<file path="src/rtl/shc_pkg.sv">
// Constants and types for the sample-and-hold array sequencer.
// Assumes a 10 MHz clock; the array itself has no clock and decodes pin levels.
// Contract
// - Active levels: line and strap low, choose high.
// - Keep sample mode at least 4 microseconds.
// - Change address only in hold, minimum hold width.
// - Address setup before valid, hold after hold entry.
// - Sixth bit drives choose; strap-high answers lower half.
// - Resample every channel at least every 250ms.
package shc_pkg;
   localparam int unsigned CLK_HZ = 10_000_000;
   localparam int unsigned NUM_CH = 32;
   localparam int unsigned ADDR_W = 5;
   localparam int unsigned BANK_ADDR_W = 6;
   localparam int unsigned SAMPLE_NS = 4000;
   localparam int unsigned HOLD_PW_NS = 200;
   localparam int unsigned ADDR_SETUP_NS = 200;
   localparam int unsigned ADDR_HOLD_NS = 200;
   localparam int unsigned REFRESH_MS = 250;
   localparam int unsigned SAMPLE_CYC = (SAMPLE_NS * (CLK_HZ / 1_000_000) + 999) / 1000;
   localparam int unsigned HOLD_PW_CYC = (HOLD_PW_NS * (CLK_HZ / 1_000_000) + 999) / 1000;
   localparam int unsigned SETUP_CYC = (ADDR_SETUP_NS * (CLK_HZ / 1_000_000) + 999) / 1000;
   localparam int unsigned AHOLD_CYC = (ADDR_HOLD_NS * (CLK_HZ / 1_000_000) + 999) / 1000;
   localparam int unsigned REFRESH_CYC = REFRESH_MS * (CLK_HZ / 1000);
   localparam int unsigned CNT_W = 22;
   localparam logic [0:0] SH_HOLD = 1'h1;
   localparam logic [0:0] SH_SAMPLE = 1'h0;

   typedef enum logic [2:0] {ST_IDLE, ST_AHOLD, ST_SETUP, ST_SAMPLE, ST_PW} shc_state_e;

   typedef struct packed {
      logic sample_hold_n;
      logic chip_choose;
      logic polarity_strap;
      logic [ADDR_W-1:0] host_addr_low;
      logic bank_addr_bit;
   } shc_pins_s;
endpackage : shc_pkg

</file>
<file path="src/rtl/shc_ctrl.sv">
// Host-side sequencer for one or two 32-channel sample-and-hold arrays.
// Assumes request inputs come from logic on CLK_IN; pins go straight to the array(s).
`timescale 1ns/100ps
`default_nettype none
module shc_ctrl #(
   parameter int unsigned REFRESH_CYC = shc_pkg::REFRESH_CYC
) (
   // Clock and reset
   input wire logic CLK_IN,
   input wire logic NRST_IN,
   // Request side
   input wire logic REQ_VALID_IN,
   input wire logic [shc_pkg::BANK_ADDR_W-1:0] REQ_CHAN_IN,
   output logic REQ_READY_OUT,
   output logic DONE_OUT,
   output logic REFRESH_DUE_OUT,
   // Array pins
   output shc_pkg::shc_pins_s PINS_OUT
);
   // Sequencer state
   shc_pkg::shc_state_e state_q;
   shc_pkg::shc_state_e state_d;
   logic [shc_pkg::CNT_W-1:0] cnt_q;
   logic [shc_pkg::CNT_W-1:0] cnt_d;
   // Latched channel and sample/hold drive
   logic [shc_pkg::BANK_ADDR_W-1:0] addr_q;
   logic [shc_pkg::BANK_ADDR_W-1:0] addr_d;
   logic sh_q;
   logic sh_d;
   // Completion pulse and refresh deadline
   logic done_q;
   logic done_d;
   logic [shc_pkg::CNT_W-1:0] ref_q;
   logic [shc_pkg::CNT_W-1:0] ref_d;
   logic due_q;
   logic due_d;
   // Decoded events
   logic take;
   logic [shc_pkg::CNT_W-1:0] phase_last;
   logic phase_end;
   logic cycle_end;
   logic sweep_end;
   logic ref_wrap;

   // Requests are taken only in idle, so the address never moves mid-sample
   assign take = REQ_VALID_IN && (state_q == shc_pkg::ST_IDLE);
   assign phase_end = (state_q != shc_pkg::ST_IDLE) && (cnt_q == phase_last);
   assign cycle_end = (state_q == shc_pkg::ST_PW) && phase_end;
   assign sweep_end = cycle_end && (addr_q == '1);
   assign ref_wrap = (ref_q == shc_pkg::CNT_W'(REFRESH_CYC - 1));

   // Last count of each timed phase
   always_comb
   begin
      phase_last = '0;
      unique case (state_q)
         shc_pkg::ST_IDLE:
         begin
            phase_last = '0;
         end
         shc_pkg::ST_SETUP:
         begin
            phase_last = shc_pkg::CNT_W'(shc_pkg::SETUP_CYC - 1);
         end
         shc_pkg::ST_SAMPLE:
         begin
            phase_last = shc_pkg::CNT_W'(shc_pkg::SAMPLE_CYC - 1);
         end
         shc_pkg::ST_AHOLD:
         begin
            phase_last = shc_pkg::CNT_W'(shc_pkg::AHOLD_CYC - 1);
         end
         shc_pkg::ST_PW:
         begin
            phase_last = shc_pkg::CNT_W'(shc_pkg::HOLD_PW_CYC - 1);
         end
         default:
         begin
            phase_last = '0;
         end
      endcase
   end

   // Setup, sample, address hold, hold pulse, then idle again
   always_comb
   begin
      state_d = state_q;
      cnt_d = cnt_q + 1'b1;
      if (phase_end)
      begin
         cnt_d = '0;
      end
      unique case (state_q)
         shc_pkg::ST_IDLE:
         begin
            cnt_d = '0;
            if (take)
            begin
               state_d = shc_pkg::ST_SETUP;
            end
         end
         shc_pkg::ST_SETUP:
         begin
            if (phase_end)
            begin
               state_d = shc_pkg::ST_SAMPLE;
            end
         end
         shc_pkg::ST_SAMPLE:
         begin
            if (phase_end)
            begin
               state_d = shc_pkg::ST_AHOLD;
            end
         end
         shc_pkg::ST_AHOLD:
         begin
            if (phase_end)
            begin
               state_d = shc_pkg::ST_PW;
            end
         end
         shc_pkg::ST_PW:
         begin
            if (phase_end)
            begin
               state_d = shc_pkg::ST_IDLE;
            end
         end
         default:
         begin
            // An impossible code falls back to idle with every channel held
            state_d = shc_pkg::ST_IDLE;
            cnt_d = '0;
         end
      endcase
   end

   always_ff @(posedge CLK_IN)
   begin
      if (!NRST_IN)
      begin
         state_q <= shc_pkg::ST_IDLE;
         cnt_q <= '0;
      end
      else
      begin
         state_q <= state_d;
         cnt_q <= cnt_d;
      end
   end

   always_comb
   begin
      addr_d = addr_q;
      if (take)
      begin
         addr_d = REQ_CHAN_IN;
      end
   end

   always_ff @(posedge CLK_IN)
   begin
      if (!NRST_IN)
      begin
         addr_q <= '0;
      end
      else
      begin
         addr_q <= addr_d;
      end
   end

   // Taken from the next state so the line and the phase flip on one edge
   always_comb
   begin
      sh_d = (state_d == shc_pkg::ST_SAMPLE) ? shc_pkg::SH_SAMPLE : shc_pkg::SH_HOLD;
   end

   always_ff @(posedge CLK_IN)
   begin
      if (!NRST_IN)
      begin
         sh_q <= shc_pkg::SH_HOLD;
      end
      else
      begin
         sh_q <= sh_d;
      end
   end

   always_comb
   begin
      done_d = cycle_end;
   end

   always_ff @(posedge CLK_IN)
   begin
      if (!NRST_IN)
      begin
         done_q <= 1'b0;
      end
      else
      begin
         done_q <= done_d;
      end
   end

   always_comb
   begin
      ref_d = ref_q + 1'b1;
      due_d = due_q;
      if (ref_wrap || sweep_end)
      begin
         ref_d = '0;
      end
      // A deadline landing on the sweep end still counts as missed
      if (ref_wrap)
      begin
         due_d = 1'b1;
      end
      else if (sweep_end)
      begin
         due_d = 1'b0;
      end
   end

   always_ff @(posedge CLK_IN)
   begin
      if (!NRST_IN)
      begin
         ref_q <= '0;
         due_q <= 1'b0;
      end
      else
      begin
         ref_q <= ref_d;
         due_q <= due_d;
      end
   end

   assign REQ_READY_OUT = (state_q == shc_pkg::ST_IDLE);
   assign DONE_OUT = done_q;
   assign REFRESH_DUE_OUT = due_q;

   // strap tied low, choose high
   // Bank 0 device strapped high sees choose low as active; bank 1 strapped low sees it high.
   always_comb
   begin
      PINS_OUT.sample_hold_n = sh_q;
      PINS_OUT.chip_choose = addr_q[shc_pkg::BANK_ADDR_W-1];
      PINS_OUT.polarity_strap = 1'b0;
      PINS_OUT.host_addr_low = addr_q[shc_pkg::ADDR_W-1:0];
      PINS_OUT.bank_addr_bit = addr_q[shc_pkg::BANK_ADDR_W-1];
   end
endmodule : shc_ctrl
`default_nettype wire

</file>
<file path="config.mk">
export PLATFORM = sky130hd
export DESIGN_NAME = shc_ctrl
export DESIGN_NICKNAME = d
export VERILOG_FILES = /design/src/rtl/shc_pkg.sv /design/src/rtl/shc_ctrl.sv
export SDC_FILE = /design/constraint.sdc
export NUM_CORES = 1
export LEC_CHECK = 0
export ABC_AREA = 0
export BUFFER_PORTS_ARGS = -buffer_cell sky130_fd_sc_hd__buf_2
export CORE_ASPECT_RATIO = 0.9
export CORE_MARGIN = 2
export CORE_UTILIZATION = 42
export CTS_CLUSTER_DIAMETER = 200
export DETAILED_ROUTE_END_ITERATION = 10
export GPL_TIMING_DRIVEN = 1
export SETUP_SLACK_MARGIN = 0.1
export SYNTH_ARGS = -nofsm -noshare
export SYNTH_HDL_FRONTEND = slang
export SYNTH_SLANG_ARGS = --single-unit
</file>
<file path="constraint.sdc">
create_clock -name CLK_IN -period 2.3 [get_ports CLK_IN]
set_input_delay 0 -clock CLK_IN [delete_from_list [all_inputs] [get_ports CLK_IN]]
set_output_delay 0 -clock CLK_IN [all_outputs]
set_load 0.005 [all_outputs]
</file>
==> impl_metrics.tcl, run 1 <==
set metrics [dict create \
    worst_slack_ps 270 \
    drt_first_pass_iters 4 \
    synth-seq-cells 56 \
    r2r_cells 5 \
    cap_violations 0 \
    drt-total-wl_um 5600 \
    cts.sinks 56 \
    hold_path_depth 5 \
    critPathMaxFanout 6 \
    power_density_nw_per_um2 785 \
    rows 28 \
    ff2ff_setup_slack_ps 270 \
    nFillCells 635 \
    io_buffers 19 \
    num_vias 2250 \
    cts.clk_slew.worst_paths_ps 100 \
    critPathLaunchType "flop" \
    ys_types 44 \
    syn_inst 302 \
    fp.dieW_um 89.5 \
    period_needed_ps 2030 \
    timing_worst_setup_path_type "flop to flop" \
    place_congestion 0.865 \
    drive_above_1_share_pct 15.1 \
    hpwl_um 3790 \
    cts_tree "yes" \
    crit_path_start "cnt_q[1]$_SDFF_PP0_" \
    overflow 0 \
    drcViolationCount 0 \
    antenna_found_initial 0 \
    syn_to_final_growth_pct 12.3 \
    crit_required_ps 2530 \
    utilization_pct 47.9 \
    cts_buffer_depth 2 \
    viasPerCell 5.43 \
    avgSynthCellArea_um2 9.16 \
    pre_cts_ws_ps 211 \
    grtUsageTotal_pct 16.8 \
    finalCritPeriodShare_pct 88.2 \
    dieHeight_um 81.0 \
    synthArstFlopShare_pct 0 \
    worstSetupEndpointType "flop" \
    synthesis.area_um2 2770 \
    grt_setup_unrepaired "false" \
    hold_violations 0 \
    whs_endpoint "state_q[1]$_SDFF_PN0_" \
    post_drt_wl_per_cell_um 13.5 \
    cts_buffers 5 \
    htree_levels 2 \
    final_nets 334 \
    num_antenna_cells 0 \
    leakage_nw 0.994 \
    rr_endpoint "cnt_q[20]$_SDFF_PP0_" \
    grt_pass1_vias 1997 \
    grt_max_degree 24 \
    grt_pass1_wl_um 9540 \
    finalSetupTns_ps 0 \
    vdd_ir_drop_max_mv 0.404 \
    cts_root_buffer "clkbuf_8" \
    p_total_mw 2.44 \
    hp-class "input port to flop" \
    clock_latency_ps 310 \
    status "completed" \
    core_area_um2 6480 \
    hp-start "REQ_VALID_IN" \
    finalSetupViolCount 0 \
    ys_seq_area_share_pct 40.5 \
    post-cts-setup-buffers 0 \
    syn-num-nets 313 \
    start_util_pct 42.7 \
    die_area_um2 7250 \
    ys_dominant_reg_cell "dfxtp_1" \
    r2r_start "cnt_q[1]$_SDFF_PP0_" \
    io_pins 21 \
    max_freq_ghz 0.493 \
    drtAntennaViolNets 0 \
    skew_ps 6.41 \
    slew_viol_final 0 \
    yosysWarningCount 0 \
    whs_ps 28.3 \
    synth_edf_count 0 \
    arrival_ps 2260 \
    first_iter_violations 89 \
]
==> routing by layer <==
| metal | up-vias | part of all wire, % | global-route usage (%) |
|---|---|---|---|
| li1 | 1160 | - | - |
| met1 | 1054 | 54 | 25.2 |
| met2 | 31 | 42 | 23.8 |
| met3 | 5 | 2.8 | 3.35 |
| met4 | 0 | 1.1 | 5.37 |
| met5 | - | 0 | 0 |
==> report_power, final <==
| group | internal (mW) | switching [mW] |
|---|---|---|
| Clock | 0.247 | 0.310 |
| Combinational | 0.308 | 0.468 |
| Sequential | 1.03 | 0.0716 |
| Total | 1.59 | 0.849 |
==> placed cells by master (no fill, tap or decap), drive strengths merged <==
cell type,count
nor4,14
nor3,35
dlygate4sd3,6
nor3b,2
nand4,12
or2,4
o31ai,9
nand2,16
ha,2
conb,1
nand3,18
and3,5
or4bb,1
nor2b,7
xnor3,1
a211oi,13
xnor2,19
o21ai,6
clkbuf,8
mux2i,10
o2bb2ai,1
or4,10
nand3b,2
and2,1
and4,4
dfxtp,56
o41ai,1
nor2,9
buf,27
or3,7
inv,7
xor2,8
nor4b,2
==> per-stage QoR <==
step / instances / cell area, um2
3_3_place_gp: 400 / 2950
5_1_grt: 414 / 3100
2_1_floorplan: 302 / 2770
6_report: 414 / 3100
4_1_cts: 414 / 3100
3_5_place_dp: 400 / 2950
==> worst max-delay path by stage <==
stage / slack (ps) / cells after the start / endpoint
after floorplan: 350 / 5 / cnt_q[20]$_SDFF_PP0_
final: 270 / 5 / cnt_q[20]$_SDFF_PP0_
after global placement: 260 / 5 / cnt_q[20]$_SDFF_PP0_
after detailed placement: 210 / 5 / cnt_q[20]$_SDFF_PP0_
after global routing: 110 / 4 / ref_q[20]$_SDFF_PP0_
after CTS: 210 / 5 / cnt_q[20]$_SDFF_PP0_
==> registers in the layout (all words and copies together) (netlist names) <==
| register | flops |
|---|---|
| sh_q | 1 |
| cnt_q | 22 |
| state_q | 3 |
| addr_q | 6 |
| ref_q | 22 |
| REFRESH_DUE_OUT | 1 |
| DONE_OUT | 1 |
==> cell usage after synthesis, types with 5 or more instances <==
library cell   n  area [um2]
nor3_1        35         175
o31ai_1        9        67.6
nand4_1       10        62.6
clkbuf_1      10        37.5
a211oi_1      12        90.1
buf_2          5        25.0
dfxtp_1       56        1120
nor2b_1        7        43.8
or4_1          8        60.1
inv_1          7        26.3
nor4_1        12        75.1
or3_1          6        37.5
nand3_1       16        80.1
xnor2_1       19         166
xor2_1         8        70.1
nand2_1       16        60.1
mux2i_1       10         100
o21ai_0        5        25.0
nor2_1         9        33.8
==> area by class of cell <==
class	count	area [um2]	share of cell area (%)
Sequential cell	56	1120	36.2
Timing Repair Buffer	33	215	6.93
Multi-Input combinational cell	220	1540	49.5
Clock buffer	8	90.1	2.90
Tap cell	90	113	3.63
Inverter	7	26.3	0.846
==> critical path, stage by stage (launching register included) <==
cell and delay [ps]:
dfxtp_2 390, ha_1 240, nand2_1 160, or3_4 430, or4_1 510, a211oi_1 220
==> cells by family (layout without fill, tap and decap cells) <==
logic type	count (synthesis)	count (layout)	share of synthesized area [%]
simple gates	149	149	33.1
flops	56	56	40.5
compound gates	30	30	7.87
xor+xnor	28	28	9.37
buf+inv	26	48	4.43
mux	10	10	3.62
fa+ha+maj	2	2	0.905
other cells	1	1	0.136
==> timing repair <==
action | CTS | global route
hold buffers | 6 | 0
resized for setup | 0 | 1
endpoints found under the hold margin | 6 | 0
endpoints found under the setup margin | 0 | 1
Power figures use the tool's default switching activity.
==> run 2: changes to the inputs <==
GPL_TIMING_DRIVEN = 0   (was 1)
clock period = 2.65 ns   (was 2.3 ns; I/O delays follow)
==> impl_metrics.tcl, run 2 (synthesis gave the netlist of run 1 again) <==
set metrics [dict create \
    crit_chain "nor4_1 -> nand4_1 -> nor4_2 -> clkbuf_1 -> nor3_1" \
    worst_pin_slew_ps 665 \
    leakage_nw 1.02 \
    period_needed_ps 2340 \
    cts_buffer_depth 2 \
    viasPerCell 5.31 \
    cp_slowest_cell "nor4_2" \
    cts_root_buffer "clkbuf_8" \
    p_total_mw 2.23 \
    finalSetupViolCount 0 \
    arrival_ps 2520 \
    hp-class "input port to flop" \
    fp.dieW_um 89.5 \
    place_congestion 0.818 \
    core_area_um2 6480 \
    start_util_pct 42.7 \
    cap_violations 0 \
    rows 28 \
    clock_latency_ps 310 \
    seq_area_um2 1120 \
    p_seq_share_pct 43.0 \
    switching_share_pct 33.5 \
    status "completed" \
    num_vias 2255 \
    timing_worst_setup_path_type "flop to flop" \
    p_switching_mw 0.746 \
    final_nets 345 \
    grt_pass1_vias 2107 \
    finalCritPeriodShare_pct 88.4 \
    cts_buffers 5 \
    critPathMaxFanout 10 \
    use_met3_pct 3.56 \
    first_iter_violations 106 \
    nFillCells 654 \
    hpwl_um 4160 \
    vdd_ir_drop_max_mv 0.322 \
    hold_violations 0 \
    drt-total-wl_um 5690 \
    place_area_um2 2970 \
    drt_first_pass_iters 4 \
    max_freq_ghz 0.427 \
    worstSetupEndpointType "flop" \
    drtAntennaViolNets 0 \
    grt_max_degree 17 \
    htree_levels 2 \
    cts_tree "yes" \
    top_usage_layer "met1" \
    clkPwrFrac_pct 27.0 \
    multi_input_area_um2 1520 \
    syn_to_final_growth_pct 14.3 \
    die_area_um2 7250 \
    crit_required_ps 2830 \
    skew_ps 10.3 \
    pre_cts_ws_ps 299 \
    comb_power_share_pct 30.0 \
    num_antenna_cells 0 \
    grt_pass1_wl_um 9890 \
    drive_above_1_share_pct 14.9 \
    power_density_nw_per_um2 704 \
    post_drt_wl_per_cell_um 13.4 \
    stdcell_area_um2 3160 \
    internal_power_mw 1.48 \
    io_buffers 19 \
    cpPeakStageDelay_ps 580 \
    dieHeight_um 81.0 \
    use_met1_pct 26.8 \
    drcViolationCount 0 \
    layout_common_cells "dfxtp_1, nor3_1, buf_2, xnor2_1" \
    relSlewSlack_pct 55.3 \
    met2_usage_pct 23.0 \
    critPathLaunchType "flop" \
    ctsResizeCount 0 \
    grtUsageTotal_pct 17.4 \
    io_pins 21 \
    cts.clk_slew.worst_paths_ps 100 \
    worst_slack_ps 308 \
    final_common_cell "dfxtp_1" \
    overflow 0 \
    finalSetupTns_ps 0 \
    slew_viol_final 0 \
    antenna_found_initial 0 \
    largestRegisters "cnt_q: 22 flops, ref_q: 22 flops, addr_q: 6 flops" \
    grt_setup_unrepaired "false" \
    cts.sinks 56 \
]
==> run 2: path summary, 6_finish.rpt <==
check	start	endpoint	slack (ps)	cells after the start
max	cnt_q[3]$_SDFF_PP0_	ref_q[9]$_SDFF_PP0_	310	5
min reg2reg	REFRESH_DUE_OUT$_SDFFE_PN0P_	REFRESH_DUE_OUT$_SDFFE_PN0P_	470	2
max reg2reg	cnt_q[3]$_SDFF_PP0_	ref_q[9]$_SDFF_PP0_	310	5
min	REQ_VALID_IN	state_q[1]$_SDFF_PN0_	30	5
==> run 2: layer usage <==
layer / vias to the layer above / wire [um]
met5: - / 0
met4: 0 / 165
met3: 13 / 155
met2: 32 / 2140
met1: 1026 / 3230
li1: 1184 / -
==> run 2: cell type report <==
type | instances | area share [%]
tap | 90 | 3.56
clock inverter | 1 | 0.950
inverter | 7 | 0.832
sequential | 56 | 35.5
multi-input combinational | 220 | 48.2
buffer | 19 | 3.05
clock buffer | 7 | 3.05
timing repair buffer | 25 | 4.91
==> run 2: critical path: cells and delay by family (launching register included) <==
family                 cells  cell delay [ps]
and+or+nand+nor            4             1380
buffers and inverters      1              460
DFF                        1              380
==> run 2: through the flow <==
step                instances  utilization (%)  hold WS [ps]
global route              425             48.7          64.9
finish                    425             48.7          27.4
global placement          411             45.9           255
floorplan                 302                -           170
detailed placement        411             45.9           263
CTS                       425             48.7          13.3
==> run 2: power groups by stage <==
stage	registers, mW	logic, mW	clock network [mW]
3_5_place_dp	0.977	0.676	0
5_1_grt	0.969	0.749	0.648
2_1_floorplan	0.962	0.489	0
6_report	0.957	0.668	0.600
4_1_cts	0.958	0.685	0.630
3_3_place_gp	0.975	0.675	0
==> run 2: timing repair <==
| action | 4_1_cts | 5_1_grt |
|---|---|---|
| endpoints found under the hold margin | 6 | 0 |
| hold buffers | 6 | 0 |
| buffers inserted | 0 | 0 |
==> run 3: changes to the inputs <==
CTS_BUF_LIST = sky130_fd_sc_hd__clkbuf_16   (was unset)
GPL_TIMING_DRIVEN = unset   (was 0)
==> impl_metrics.tcl, run 3 (synthesis gave the netlist of run 1 again) <==
set metrics [dict create \
    clock_latency_ps 290 \
    nFillCells 633 \
    critPathLaunchType "flop" \
    cts.sinks 56 \
    rr_endpoint "cnt_q[20]$_SDFF_PP0_" \
    p_seq_share_pct 43.7 \
    final_nets 331 \
    hold_path_depth 5 \
    worst_pin_slew_ps 487 \
    finalSetupViolCount 0 \
    grt_pass1_vias 1988 \
    p_switching_mw 0.751 \
    status "completed" \
    cap_violations 0 \
    ff2ff_setup_slack_ps 460 \
    post_drt_wl_per_cell_um 13.7 \
    internal_power_mw 1.47 \
    hold_buffers 6 \
    whs_ps 54.3 \
    whs_endpoint "state_q[1]$_SDFF_PN0_" \
    die_area_um2 7250 \
    period_needed_ps 2190 \
    cts.clk_slew.worst_paths_ps 70 \
    vdd_ir_drop_max_mv 0.594 \
    cts_buffer_depth 2 \
    power_density_nw_per_um2 710 \
    post-cts-setup-buffers 0 \
    cts_root_buffer "clkbuf_16" \
    switching_share_pct 33.8 \
    skew_ps 6.41 \
    io_buffers 19 \
    grt_max_degree 28 \
    critPathMaxFanout 7 \
    comb_power_share_pct 28.4 \
    finalCritPeriodShare_pct 82.7 \
    ctsResizeCount 0 \
    overflow 0 \
    rows 28 \
    core_area_um2 6480 \
    hp-start "REQ_VALID_IN" \
    crit_required_ps 2850 \
    final_common_cell "dfxtp_1" \
    hpwl_um 3850 \
    drtAntennaViolNets 0 \
    relSlewSlack_pct 66.6 \
    drt-total-wl_um 5620 \
    r2r_cells 5 \
    leakage_nw 1.01 \
    start_util_pct 42.7 \
    layout_common_cells "dfxtp_1, nor3_1, xnor2_1, buf_2" \
    viasPerCell 5.44 \
    grt_pass1_wl_um 9470 \
    place_area_um2 2930 \
    largestRegisters "cnt_q: 22 flops, ref_q: 22 flops, addr_q: 6 flops" \
    hold_violations 0 \
    grt_setup_unrepaired "false" \
    max_freq_ghz 0.456 \
    syn_to_final_growth_pct 13.1 \
    r2r_start "cnt_q[0]$_SDFF_PP0_" \
    grtUsageTotal_pct 16.7 \
    place_congestion 0.839 \
    fp.dieW_um 89.5 \
    dieHeight_um 81.0 \
    drcViolationCount 0 \
    num_antenna_cells 0 \
    arrival_ps 2390 \
    drt_first_pass_iters 4 \
    htree_levels 2 \
    num_vias 2236 \
    first_iter_violations 127 \
    finalSetupTns_ps 0 \
    hp-class "input port to flop" \
    slew_viol_final 0 \
    timing_worst_setup_path_type "flop to flop" \
    stdcell_area_um2 3130 \
    cts_buffers 5 \
    clkPwrFrac_pct 28.0 \
    worstSetupEndpointType "flop" \
    io_pins 21 \
    cts_tree "yes" \
    antenna_found_initial 0 \
    drive_above_1_share_pct 13.7 \
]
==> run 3: cell count changes in the layout (fill, tap and decap cells not counted), sizes merged <==
| cell | change |
|---|---|
| clkinv | +1 |
| clkbuf | -12 |
| inv | +2 |
| bufinv | -1 |
| buf | -4 |
==> run 3: per-layer routing <==
metal | up-vias | GRT usage (%) | routed length [um]
met5 | - | 0 | 0
met4 | 0 | 4.03 | 50
met3 | 5 | 3.15 | 172
met2 | 39 | 25.1 | 2340
met1 | 1038 | 24.6 | 3060
li1 | 1154 | - | -
==> run 3: critical path, cell delays in order, from the launching register on <==
cell,delay [ps]
dfxtp_1,480
ha_1,290
nand2_1,160
or3_4,430
or4_1,510
a211oi_1,250
==> run 3: how the worst max path moves through the flow <==
stage | from | cells after the start | slack, ps | endpoint
3_5_place_dp | cnt_q[0]$_SDFF_PP0_ | 5 | 510 | cnt_q[20]$_SDFF_PP0_
6_report | cnt_q[0]$_SDFF_PP0_ | 5 | 460 | cnt_q[20]$_SDFF_PP0_
2_1_floorplan | cnt_q[0]$_SDFF_PP0_ | 5 | 700 | cnt_q[20]$_SDFF_PP0_
3_3_place_gp | cnt_q[0]$_SDFF_PP0_ | 5 | 570 | cnt_q[20]$_SDFF_PP0_
5_1_grt | cnt_q[0]$_SDFF_PP0_ | 5 | 330 | cnt_q[20]$_SDFF_PP0_
4_1_cts | cnt_q[0]$_SDFF_PP0_ | 5 | 470 | cnt_q[20]$_SDFF_PP0_
==> run 3: metrics by stage <==
stage                     setup WS, ps  total power [mW]  cells  util, %
after CTS                          466              2.25    411     48.2
final                              457              2.22    411     48.2
after detailed placement           509              1.61    397     45.2
after floorplan                    700              1.45    302        -
after global placement             570              1.61    397     45.2
after global routing               325              2.35    411     48.2
==> run 3: power by group through the flow <==
| stage | Clock, mW | Sequential, mW | Combinational [mW] |
|---|---|---|---|
| final | 0.621 | 0.970 | 0.630 |
| after global routing | 0.678 | 0.981 | 0.686 |
| after CTS | 0.646 | 0.970 | 0.629 |
| after detailed placement | 0 | 0.989 | 0.622 |
| after global placement | 0 | 0.987 | 0.623 |
| after floorplan | 0 | 0.962 | 0.489 |
==> run 3: layout make-up <==
class,instances,area (um2),area share [%]
sequential,56,1120,35.9
clock buffer,5,125,4.00
clock inverter,3,11.3,0.360
tap,90,113,3.60
multi-input combinational,220,1540,49.2
timing repair buffer,30,193,6.16
inverter,7,26.3,0.840
